File: src/wbm_defines.vh
// constants for the word block-move and alu execution slice
`ifndef WBM_DEFINES_VH
`define WBM_DEFINES_VH
// ----------------------------------------
// operation codes presented on op_i
// ----------------------------------------
`define WBM_OP_NONE 4'h0
`define WBM_OP_MOVE_DOWN 4'h1
`define WBM_OP_MOVE_UP 4'h2
`define WBM_OP_MOVE_DOWN_REP 4'h3
`define WBM_OP_MOVE_UP_REP 4'h4
`define WBM_OP_MODE_TEST 4'h5
`define WBM_OP_MULTIPLY 4'h6
`define WBM_OP_NEGATE 4'h7
`define WBM_OP_OR 4'h8
// ----------------------------------------
// instruction opcodes kept for reference by the decoder
// ----------------------------------------
`define WBM_OPC_MOVE_DOWN 16'hede8
`define WBM_OPC_MOVE_UP 16'hede0
`define WBM_OPC_MOVE_DOWN_REP 16'hedf8
`define WBM_OPC_MOVE_UP_REP 16'hedf0
`define WBM_OPC_MULTIPLY 16'hedcb
// ----------------------------------------
// flag bit positions in the flag byte
// ----------------------------------------
`define WBM_FLG_S 7
`define WBM_FLG_Z 6
`define WBM_FLG_H 4
`define WBM_FLG_PV 2
`define WBM_FLG_N 1
`define WBM_FLG_C 0
// ----------------------------------------
// select register mode bits copied by mode test
// ----------------------------------------
`define WBM_SEL_S_BIT 7
`define WBM_SEL_Z_BIT 6
`define WBM_SEL_C_BIT 1
// ----------------------------------------
// sizes and timing
// ----------------------------------------
`define WBM_BYTES_WORD 16'h0002
`define WBM_BYTES_LONG 16'h0004
`define WBM_NEG_MIN 16'h8000
`define WBM_MUL_CYCLES 11
`define WBM_PROD_LIMIT 32'h0001_0000
`endif

File: src/wbm_slice.v
// execution slice: word block moves, mode test, multiply, negate, byte or
`timescale 1ns/1ps
`include "wbm_defines.vh"
// Summary of operation
// RULE1: move down copies word, pointers drop
// RULE2: move up copies word, pointers rise
// RULE3: counter low half drops by bytes
// RULE4: single move: V=count nonzero, H,N clear
// RULE5: software keeps pointers and count even
// RULE6: repeat down until zero; zero means 65536
// RULE7: down walk keeps overlapping low source
// RULE8: up walk keeps overlapping high source
// RULE9: repeats yield to interrupt, restart pc
// RULE10: mode test copies bits 7,6,1
// RULE11: multiply low halves into 32 bits
// RULE12: multiply flags: C big, Z zero
// RULE13: negate low half, 8000 sets V
// RULE14: negate flags S Z H N, C nonzero
// RULE15: or accumulator with source
// RULE16: or flags S Z P, clear H N C
// RULE17: index byte select 0 high, 1 low
// RULE18: long mode sampled per basic move
module wbm_slice #(
	parameter MUL_CYCLES = `WBM_MUL_CYCLES,
	parameter FIFO_DEPTH = 8
)
(
	// clock and reset
	input wire clk_sys_i,
	input wire nrst_i,
	// instruction request
	input wire start_i,
	input wire [3:0] op_i,
	input wire [31:0] instr_pc_i,
	output wire busy_o,
	output reg done_o,
	// mode and interrupt
	input wire long_word_mode_i,
	input wire [7:0] select_register_i,
	input wire irq_pending_i,
	output reg irq_take_o,
	output reg [31:0] resume_pc_o,
	// operands
	input wire [15:0] src_operand_i,
	input wire [7:0] or_src_i,
	input wire or_src_is_index_i,
	input wire or_byte_sel_i,
	input wire [15:0] index_register_i,
	// register file in
	input wire [31:0] source_pointer_register_i,
	input wire [31:0] destination_pointer_register_i,
	input wire [31:0] count_register_i,
	input wire [7:0] acc_i,
	input wire [7:0] flags_i,
	// register file out
	output reg [31:0] source_pointer_register_o,
	output reg [31:0] destination_pointer_register_o,
	output reg [31:0] count_register_o,
	output reg [7:0] acc_o,
	output reg [7:0] flags_o,
	// memory read port
	output reg rd_req_o,
	output reg [31:0] rd_addr_o,
	output reg rd_long_o,
	input wire rd_ack_i,
	input wire [31:0] rd_data_i,
	// memory write port
	output wire wr_req_o,
	output wire [31:0] wr_addr_o,
	output wire [31:0] wr_data_o,
	output wire wr_long_o,
	input wire wr_ack_i
);
	// ----------------------------------------
	// states
	// ----------------------------------------
	localparam ST_IDLE = 3'h0;
	localparam ST_READ = 3'h1;
	localparam ST_WAIT = 3'h2;
	localparam ST_DRAIN = 3'h3;
	localparam ST_MUL = 3'h4;
	localparam [3:0] MUL_LAST = MUL_CYCLES[3:0] - 4'h1; // fixed latency less one; the counter stops one below this
	reg [2:0] st_q; // machine state
	reg [3:0] op_q; // latched operation
	reg long_q; // width of current basic move
	reg [3:0] mul_cnt_q; // multiply cycle counter
	reg [15:0] mul_src_q; // held multiplier
	reg more_q; // counter still nonzero
	wire fifo_in_ready; // fifo has room
	wire fifo_out_valid; // word waiting to be written
	wire [64:0] fifo_out; // address, data, width
	wire [15:0] step; // bytes per move
	wire [15:0] cnt_next; // decremented count
	wire is_move; // op is a block move
	wire is_rep; // op repeats
	wire is_down; // pointers descend
	wire [15:0] neg_res; // negate result
	wire [31:0] prod; // multiply product
	wire [7:0] or_opnd; // chosen or operand
	wire [7:0] or_res; // or result
	assign is_move = (op_q >= `WBM_OP_MOVE_DOWN) && (op_q <= `WBM_OP_MOVE_UP_REP);
	assign is_rep = (op_q == `WBM_OP_MOVE_DOWN_REP) || (op_q == `WBM_OP_MOVE_UP_REP);
	assign is_down = (op_q == `WBM_OP_MOVE_DOWN) || (op_q == `WBM_OP_MOVE_DOWN_REP);
	assign step = long_q ? `WBM_BYTES_LONG : `WBM_BYTES_WORD;
	assign cnt_next = count_register_o[15:0] - step; // RULE3
	assign busy_o = (st_q != ST_IDLE);
	assign neg_res = 16'h0000 - source_pointer_register_i[15:0]; // RULE13
	assign prod = source_pointer_register_o[15:0] * mul_src_q; // RULE11
	assign or_opnd = or_src_is_index_i ?
		(or_byte_sel_i ? index_register_i[7:0] : index_register_i[15:8]) : or_src_i; // RULE17
	assign or_res = acc_i | or_opnd; // RULE15
	// ----------------------------------------
	// write buffer between memory read and write
	// ----------------------------------------
	wbm_fifo #(.WIDTH(65), .DEPTH(FIFO_DEPTH), .AW(3)) u_fifo (
		.clk_sys_i(clk_sys_i),
		.nrst_i(nrst_i),
		.in_valid_i(rd_req_o && rd_ack_i),
		.in_ready_o(fifo_in_ready),
		.in_data_i({long_q, destination_pointer_register_o, rd_data_i}),
		.out_valid_o(fifo_out_valid),
		.out_ready_i(wr_ack_i),
		.out_data_o(fifo_out)
	);
	assign wr_req_o = fifo_out_valid;
	assign wr_long_o = fifo_out[64];
	assign wr_addr_o = fifo_out[63:32];
	// width travels with the word, so a later mode change cannot reshape it
	assign wr_data_o = fifo_out[64] ? fifo_out[31:0] : {16'h0000, fifo_out[15:0]};
	// ----------------------------------------
	// main sequencer
	// ----------------------------------------
	always @(posedge clk_sys_i)
	begin
		if (!nrst_i)
		begin
			st_q <= ST_IDLE;
			op_q <= `WBM_OP_NONE;
			long_q <= 1'b0;
			mul_cnt_q <= 4'h0;
			mul_src_q <= 16'h0000;
			more_q <= 1'b0;
			done_o <= 1'b0;
			irq_take_o <= 1'b0;
			resume_pc_o <= 32'h0000_0000;
			source_pointer_register_o <= 32'h0000_0000;
			destination_pointer_register_o <= 32'h0000_0000;
			count_register_o <= 32'h0000_0000;
			acc_o <= 8'h00;
			flags_o <= 8'h00;
			rd_req_o <= 1'b0;
			rd_addr_o <= 32'h0000_0000;
			rd_long_o <= 1'b0;
		end
		else
		begin
			done_o <= 1'b0;
			irq_take_o <= 1'b0;
			case (st_q)
				ST_IDLE:
				begin
					if (start_i)
					begin
						op_q <= op_i;
						resume_pc_o <= instr_pc_i; // RULE9
						source_pointer_register_o <= source_pointer_register_i;
						destination_pointer_register_o <= destination_pointer_register_i;
						count_register_o <= count_register_i;
						acc_o <= acc_i;
						flags_o <= flags_i;
						case (op_i)
							`WBM_OP_MOVE_DOWN, `WBM_OP_MOVE_UP,
							`WBM_OP_MOVE_DOWN_REP, `WBM_OP_MOVE_UP_REP:
								st_q <= ST_READ;
							`WBM_OP_MODE_TEST:
							begin
								// mode bits straight into flags
								flags_o[`WBM_FLG_S] <= select_register_i[`WBM_SEL_S_BIT]; // RULE10
								flags_o[`WBM_FLG_Z] <= select_register_i[`WBM_SEL_Z_BIT]; // RULE10
								flags_o[`WBM_FLG_C] <= select_register_i[`WBM_SEL_C_BIT]; // RULE10
								done_o <= 1'b1;
							end
							`WBM_OP_MULTIPLY:
							begin
								mul_src_q <= src_operand_i;
								mul_cnt_q <= 4'h0;
								st_q <= ST_MUL;
							end
							`WBM_OP_NEGATE:
							begin
								// two's complement; 8000 maps to itself
								source_pointer_register_o[15:0] <= neg_res; // RULE13
								flags_o[`WBM_FLG_S] <= neg_res[15]; // RULE14
								flags_o[`WBM_FLG_Z] <= (neg_res == 16'h0000); // RULE14
								flags_o[`WBM_FLG_H] <= (source_pointer_register_i[3:0] != 4'h0); // RULE14
								flags_o[`WBM_FLG_PV] <=
									(source_pointer_register_i[15:0] == `WBM_NEG_MIN); // RULE13
								flags_o[`WBM_FLG_N] <= 1'b1; // RULE14
								flags_o[`WBM_FLG_C] <= (source_pointer_register_i[15:0] != 16'h0000); // RULE14
								done_o <= 1'b1;
							end
							`WBM_OP_OR:
							begin
								acc_o <= or_res; // RULE15
								flags_o[`WBM_FLG_S] <= or_res[7]; // RULE16
								flags_o[`WBM_FLG_Z] <= (or_res == 8'h00); // RULE16
								flags_o[`WBM_FLG_H] <= 1'b0; // RULE16
								flags_o[`WBM_FLG_PV] <= ~(^or_res); // RULE16
								flags_o[`WBM_FLG_N] <= 1'b0; // RULE16
								flags_o[`WBM_FLG_C] <= 1'b0; // RULE16
								done_o <= 1'b1;
							end
							default:
								done_o <= 1'b1;
						endcase
					end
				end
				ST_READ:
				begin
					// start one basic move; width sampled now
					long_q <= long_word_mode_i; // RULE18
					rd_addr_o <= source_pointer_register_o;
					rd_long_o <= long_word_mode_i;
					rd_req_o <= 1'b1;
					st_q <= ST_WAIT;
				end
				ST_WAIT:
				begin
					// read returns and goes to the buffer; pointers step on the same edge
					if (rd_ack_i && fifo_in_ready)
					begin
						rd_req_o <= 1'b0;
						count_register_o[15:0] <= cnt_next; // RULE3
						more_q <= (cnt_next != 16'h0000);
						if (is_down)
						begin
							source_pointer_register_o <= source_pointer_register_o - {16'h0000, step}; // RULE1 RULE7
							destination_pointer_register_o <=
								destination_pointer_register_o - {16'h0000, step}; // RULE1 RULE7
						end
						else
						begin
							source_pointer_register_o <= source_pointer_register_o + {16'h0000, step}; // RULE2 RULE8
							destination_pointer_register_o <=
								destination_pointer_register_o + {16'h0000, step}; // RULE2 RULE8
						end
						st_q <= ST_DRAIN;
					end
				end
				ST_DRAIN:
				begin
					// wait for the write to land before next move
					if (!fifo_out_valid)
					begin
						flags_o[`WBM_FLG_H] <= 1'b0; // RULE4 RULE6
						flags_o[`WBM_FLG_N] <= 1'b0; // RULE4 RULE6
						if (!is_rep)
						begin
							flags_o[`WBM_FLG_PV] <= more_q; // RULE4
							done_o <= 1'b1;
							st_q <= ST_IDLE;
						end
						else if (!more_q)
						begin
							// zero at start wraps, giving 65536 bytes worth
							flags_o[`WBM_FLG_PV] <= 1'b0; // RULE6
							done_o <= 1'b1;
							st_q <= ST_IDLE;
						end
						else if (irq_pending_i)
						begin
							// yield; caller restarts at resume_pc_o
							irq_take_o <= 1'b1; // RULE9
							st_q <= ST_IDLE;
						end
						else
							st_q <= ST_READ; // RULE6
					end
				end
				ST_MUL:
				begin
					// fixed latency product
					// done lands MUL_CYCLES - 1 edges after the take edge
					if (mul_cnt_q == MUL_LAST - 4'h1) // RULE11
					begin
						source_pointer_register_o <= prod; // RULE11
						flags_o[`WBM_FLG_C] <= (prod >= `WBM_PROD_LIMIT); // RULE12
						flags_o[`WBM_FLG_Z] <= (prod == 32'h0000_0000); // RULE12
						flags_o[`WBM_FLG_S] <= 1'b0; // RULE12
						flags_o[`WBM_FLG_PV] <= 1'b0; // RULE12
						done_o <= 1'b1;
						st_q <= ST_IDLE;
					end
					else
						mul_cnt_q <= mul_cnt_q + 1'b1;
				end
				default:
					st_q <= ST_IDLE;
			endcase
		end
	end
endmodule // wbm_slice

File: src/wbm_fifo.v
// small synchronous fifo with valid/ready on both sides
`timescale 1ns/1ps
module wbm_fifo #(
	parameter WIDTH = 32,
	parameter DEPTH = 8,
	parameter AW = 3
)
(
	// clock and reset
	input wire clk_sys_i,
	input wire nrst_i,
	// fill side
	input wire in_valid_i,
	output wire in_ready_o,
	input wire [WIDTH-1:0] in_data_i,
	// drain side
	output wire out_valid_o,
	input wire out_ready_i,
	output wire [WIDTH-1:0] out_data_o
);
	reg [WIDTH-1:0] mem_q [0:DEPTH-1]; // storage words
	reg [AW-1:0] wr_q; // write pointer
	reg [AW-1:0] rd_q; // read pointer
	reg [AW:0] cnt_q; // fill level
	wire push; // word accepted
	wire pop; // word drained
	assign in_ready_o = (cnt_q != DEPTH[AW:0]);
	assign out_valid_o = (cnt_q != {(AW+1){1'b0}});
	assign out_data_o = mem_q[rd_q];
	assign push = in_valid_i && in_ready_o;
	assign pop = out_valid_o && out_ready_i;
	// ----------------------------------------
	// pointer and level update
	// ----------------------------------------
	always @(posedge clk_sys_i)
	begin
		if (!nrst_i)
		begin
			wr_q <= {AW{1'b0}};
			rd_q <= {AW{1'b0}};
			cnt_q <= {(AW+1){1'b0}};
		end
		else
		begin
			if (push)
			begin
				mem_q[wr_q] <= in_data_i;
				wr_q <= (wr_q == DEPTH[AW-1:0] - 1'b1) ? {AW{1'b0}} : wr_q + 1'b1;
			end
			if (pop)
				rd_q <= (rd_q == DEPTH[AW-1:0] - 1'b1) ? {AW{1'b0}} : rd_q + 1'b1;
			if (push && !pop)
				cnt_q <= cnt_q + 1'b1;
			else if (pop && !push)
				cnt_q <= cnt_q - 1'b1;
		end
	end
endmodule // wbm_fifo

File: config.mk
export PLATFORM = sky130hd
export DESIGN_NAME = wbm_slice
export DESIGN_NICKNAME = d
export VERILOG_FILES = /design/src/wbm_slice.v /design/src/wbm_fifo.v
export VERILOG_INCLUDE_DIRS = /design/src /design/src/src
export SDC_FILE = /design/constraint.sdc
export NUM_CORES = 2
export LEC_CHECK = 0
export BUFFER_PORTS_ARGS = -buffer_cell sky130_fd_sc_hd__buf_2
export CELL_PAD_IN_SITES_DETAIL_PLACEMENT = 1
export CELL_PAD_IN_SITES_GLOBAL_PLACEMENT = 2
export CORE_MARGIN = 4
export CORE_UTILIZATION = 40
export CTS_CLUSTER_DIAMETER = 120
export DETAILED_ROUTE_END_ITERATION = 10
export PLACE_DENSITY = 0.9
export REMOVE_ABC_BUFFERS = 1
export SLEW_MARGIN = 10
export SYNTH_ARGS = -nofsm -noshare
export SYNTH_HDL_FRONTEND = slang
export SYNTH_HIERARCHICAL = 1
export SYNTH_SLANG_ARGS = --single-unit
File: constraint.sdc
create_clock -name clk_sys_i -period 9.9 [get_ports clk_sys_i]
set_input_delay 0.495 -clock clk_sys_i [delete_from_list [all_inputs] [get_ports clk_sys_i]]
set_output_delay 0.495 -clock clk_sys_i [all_outputs]
set_load 0.05 [all_outputs]
==> results.json <==
{
  "outcome": "finished clean",
  "synthXorXnorAreaFrac_pct": 1.83,
  "htree_num_levels": 3,
  "synth.distinct_cells": 96,
  "setup_ws_ns": 2.18,
  "die_area_sq_um": 109000,
  "critPathLaunchType": "register",
  "r2r_slack_ns": 2.18,
  "via_count": 30990,
  "clk_path_buf_depth": 3,
  "grt-ovfl-total": 0,
  "holdCritPathClass": "input port to register",
  "via_per_inst": 5.68,
  "synth.yosys.seq_area_share_pct": 48.2,
  "vdd_drop_max_mv": 0.167,
  "clkTransAtPathRegs_ns": 0.06,
  "coreArea_sq_um": 103000,
  "syn_avg_cell_area_sq_um": 11.7,
  "top_usage_layer": "met2",
  "multi_input_area_sq_um": 19800,
  "drive_above_1_share_pct": 22.5,
  "drcViolationCount": 0,
  "synth_area_sq_um": 41600,
  "hold_viol": 0,
  "nets": 4615,
  "met3_usage_pct": 5.42,
  "timing.final.crit_share_pct": 78.0,
  "cts_tree": "done",
  "hpwl_um": 94700,
  "area_growth_pct": 16.6,
  "first_iter_violations": 2574,
  "fin_util_pct": 46.9,
  "port_buffers": 478,
  "worstPathRequired_ns": 10.46,
  "synth_edf_count": 520,
  "min_period_ns": 7.72,
  "row_count": 118,
  "finalSetupViolations": 0,
  "die_h_um": 330,
  "fillCellCount": 11184,
  "syn_inst": 3563,
  "postRouteAntennaNets": 0,
  "synth_top_family_by_area": "adder cells",
  "synth-seq-cells": 741,
  "grt_pass1_wl_um": 212000,
  "grt_max_degree": 109,
  "cts.sinks": 741,
  "grt_pass1_vias": 32854,
  "grtUsageMet1_pct": 34.0,
  "rsz0062_at_grt": "no",
  "io_pins": 484,
  "post_cts_buffers": 0,
  "wirelength_um": 142000,
  "initial_core_util_pct": 40.2,
  "ff_latch_area_sq_um": 20100,
  "fin_setup_tns_ns": 0,
  "mostFrequentLayoutCells": "edfxtp_1 (520), nand2_1 (505), buf_2 (478)",
  "synth_warnings": 6,
  "skew_ns": 0.0561,
  "cts-root-buf": "clkbuf_16",
  "wl_per_cell_um": 26.1,
  "synth_compound_area_share_pct": 9.88,
  "drtPass1Iterations": 5,
  "place_ws_ns": 2.30,
  "synthSimpleGateAreaFrac_pct": 11.6,
  "maxSlewViolCount": 0,
  "power_leakage_nw": 19.3,
  "clk-insertion-delay-late_ns": 0.69,
  "grt.met2_usage_pct": 42.8,
  "yosys.area_share.adder_pct": 14.9,
  "cts-buffers-inserted": 82,
  "synthArstFlopShare_pct": 0,
  "worstMarginPinSlew_ns": 1.29,
  "relSlewSlack_pct": 13.5,
  "antenna_found_initial": 22,
  "crit_type": "register to register",
  "cp_data_arrival_time_ns": 8.29,
  "synthMuxAreaShare_pct": 9.20,
  "die_x_um": 330,
  "track_usage_pct": 25.8,
  "p_per_area_nw_per_um2": 236,
  "synthFlopType": "edfxtp_1",
  "final_common_cell": "edfxtp_1",
  "critical_path.max_fanout": 20,
  "maxCapViolCount": 0,
  "end_kind": "register",
  "gp_congestion": 0.873,
  "max_freq_mhz": 129
}
[metal layers]
layer  vias to the layer above  wire, um
met5                         -        73
li1                      13602         -
met4                        10      4290
met2                      1323     68300
met1                     15805     58300
met3                       250     11400
[worst max-delay path, cell delays in order (launching register included)]
cell	delay (ns)
dfxtp_1	1.10
nand2_1	0.20
fa_1	0.59
inv_1	0.05
fa_1	0.49
fa_1	0.57
fa_1	0.46
fa_1	0.51
inv_1	0.05
fa_1	0.49
inv_1	0.05
ha_1	0.39
nand2_1	0.07
o21ai_0	0.45
o32ai_2	0.19
o31ai_1	0.80
a21boi_0	0.26
xnor2_1	0.41
nor2_1	0.11
a41o_1	0.25
a21oi_1	0.16
[worst paths after layout]
path	startpoint	endpoint	cells after the start
min	instr_pc_i[10]	resume_pc_o[10]$_SDFFE_PN0P_	3
max	source_pointer_register_o[9]$_SDFFE_PN0P_	flags_o[0]$_SDFFE_PN0P_	20
max reg2reg	source_pointer_register_o[9]$_SDFFE_PN0P_	flags_o[0]$_SDFFE_PN0P_	20
min reg2reg	rd_addr_o[9]$_SDFFE_PN0P_	rd_addr_o[9]$_SDFFE_PN0P_	2
[what timing repair did]
item | 4_1_cts | 5_1_grt
hold buffers | 11 | 0
endpoints found under the hold margin | 11 | 0
resized for setup | 0 | 0
[synthesized netlist by cell type (all sizes together) (19+ instances only)]
master / count / share of area, %
inv: 265 / 2.4
xnor2: 59 / 1.2
o21ai: 125 / 1.5
a31oi: 24 / 0.36
mux2: 68 / 1.8
a21o: 39 / 0.71
a21oi: 248 / 3.0
buf: 32 / 0.53
ha: 183 / 5.5
nand3: 42 / 0.51
xor2: 28 / 0.59
a221oi: 25 / 0.54
mux4: 130 / 7.0
nand2: 508 / 4.6
nor3: 38 / 0.46
fa: 196 / 9.4
dfxtp: 221 / 11
clkbuf: 155 / 1.4
a211oi: 47 / 0.86
and2: 151 / 2.3
nor2: 176 / 1.6
edfxtp: 520 / 38
or3: 19 / 0.29
[state kept, by name, summed over array words and instances, names as in the netlist, 3 cells and up, named ones only]
register                        cells
acc_o                               8
count_register_o                   32
destination_pointer_register_o     32
flags_o                             8
mul_cnt_q                           4
mul_src_q                          16
op_q                                4
rd_addr_o                          32
resume_pc_o                        32
source_pointer_register_o          32
st_q                                3
u_fifo/cnt_q                        4
u_fifo/mem_q                      520
u_fifo/rd_q                         3
u_fifo/wr_q                         3
[metrics by stage]
| step | hold WS, ns | power (mW) | area (sq um) | std cells |
|---|---|---|---|---|
| after global placement | 0.439 | 7.94 | 45400 | 5284 |
| after global routing | 0.0292 | 12.0 | 48500 | 5452 |
| after CTS | 0.000156 | 11.5 | 48500 | 5449 |
| after floorplan | 0.445 | 6.76 | 40800 | 3376 |
| final | 0.0582 | 11.4 | 48500 | 5460 |
| after detailed placement | 0.445 | 8.06 | 45400 | 5284 |
[area by class of cell]
| class | count | area share [%] |
|---|---|---|
| flip-flops and latches | 741 | 41.3 |
| multi-input cells | 2369 | 40.9 |
| repair buffers | 539 | 5.96 |
| clock buffers | 102 | 4.49 |
| well taps | 1380 | 3.56 |
| inverters | 266 | 2.07 |
| clock inverters | 52 | 1.65 |
| diodes | 11 | 0.0568 |
[where the power goes]
part,internal [mW],total [mW],leakage (nW),switching [mW]
clock network,1.96,3.36,1.42,1.40
logic,1.20,3.98,11.4,2.78
registers,3.63,4.10,6.53,0.469
[kinds of logic after synthesis]
logic type	after synthesis
compound gates	650
xor+xnor	87
fa+ha+maj	379
buf+inv	453
flops	741
mux	211
simple gates	1042
Power figures use the tool's default switching activity.
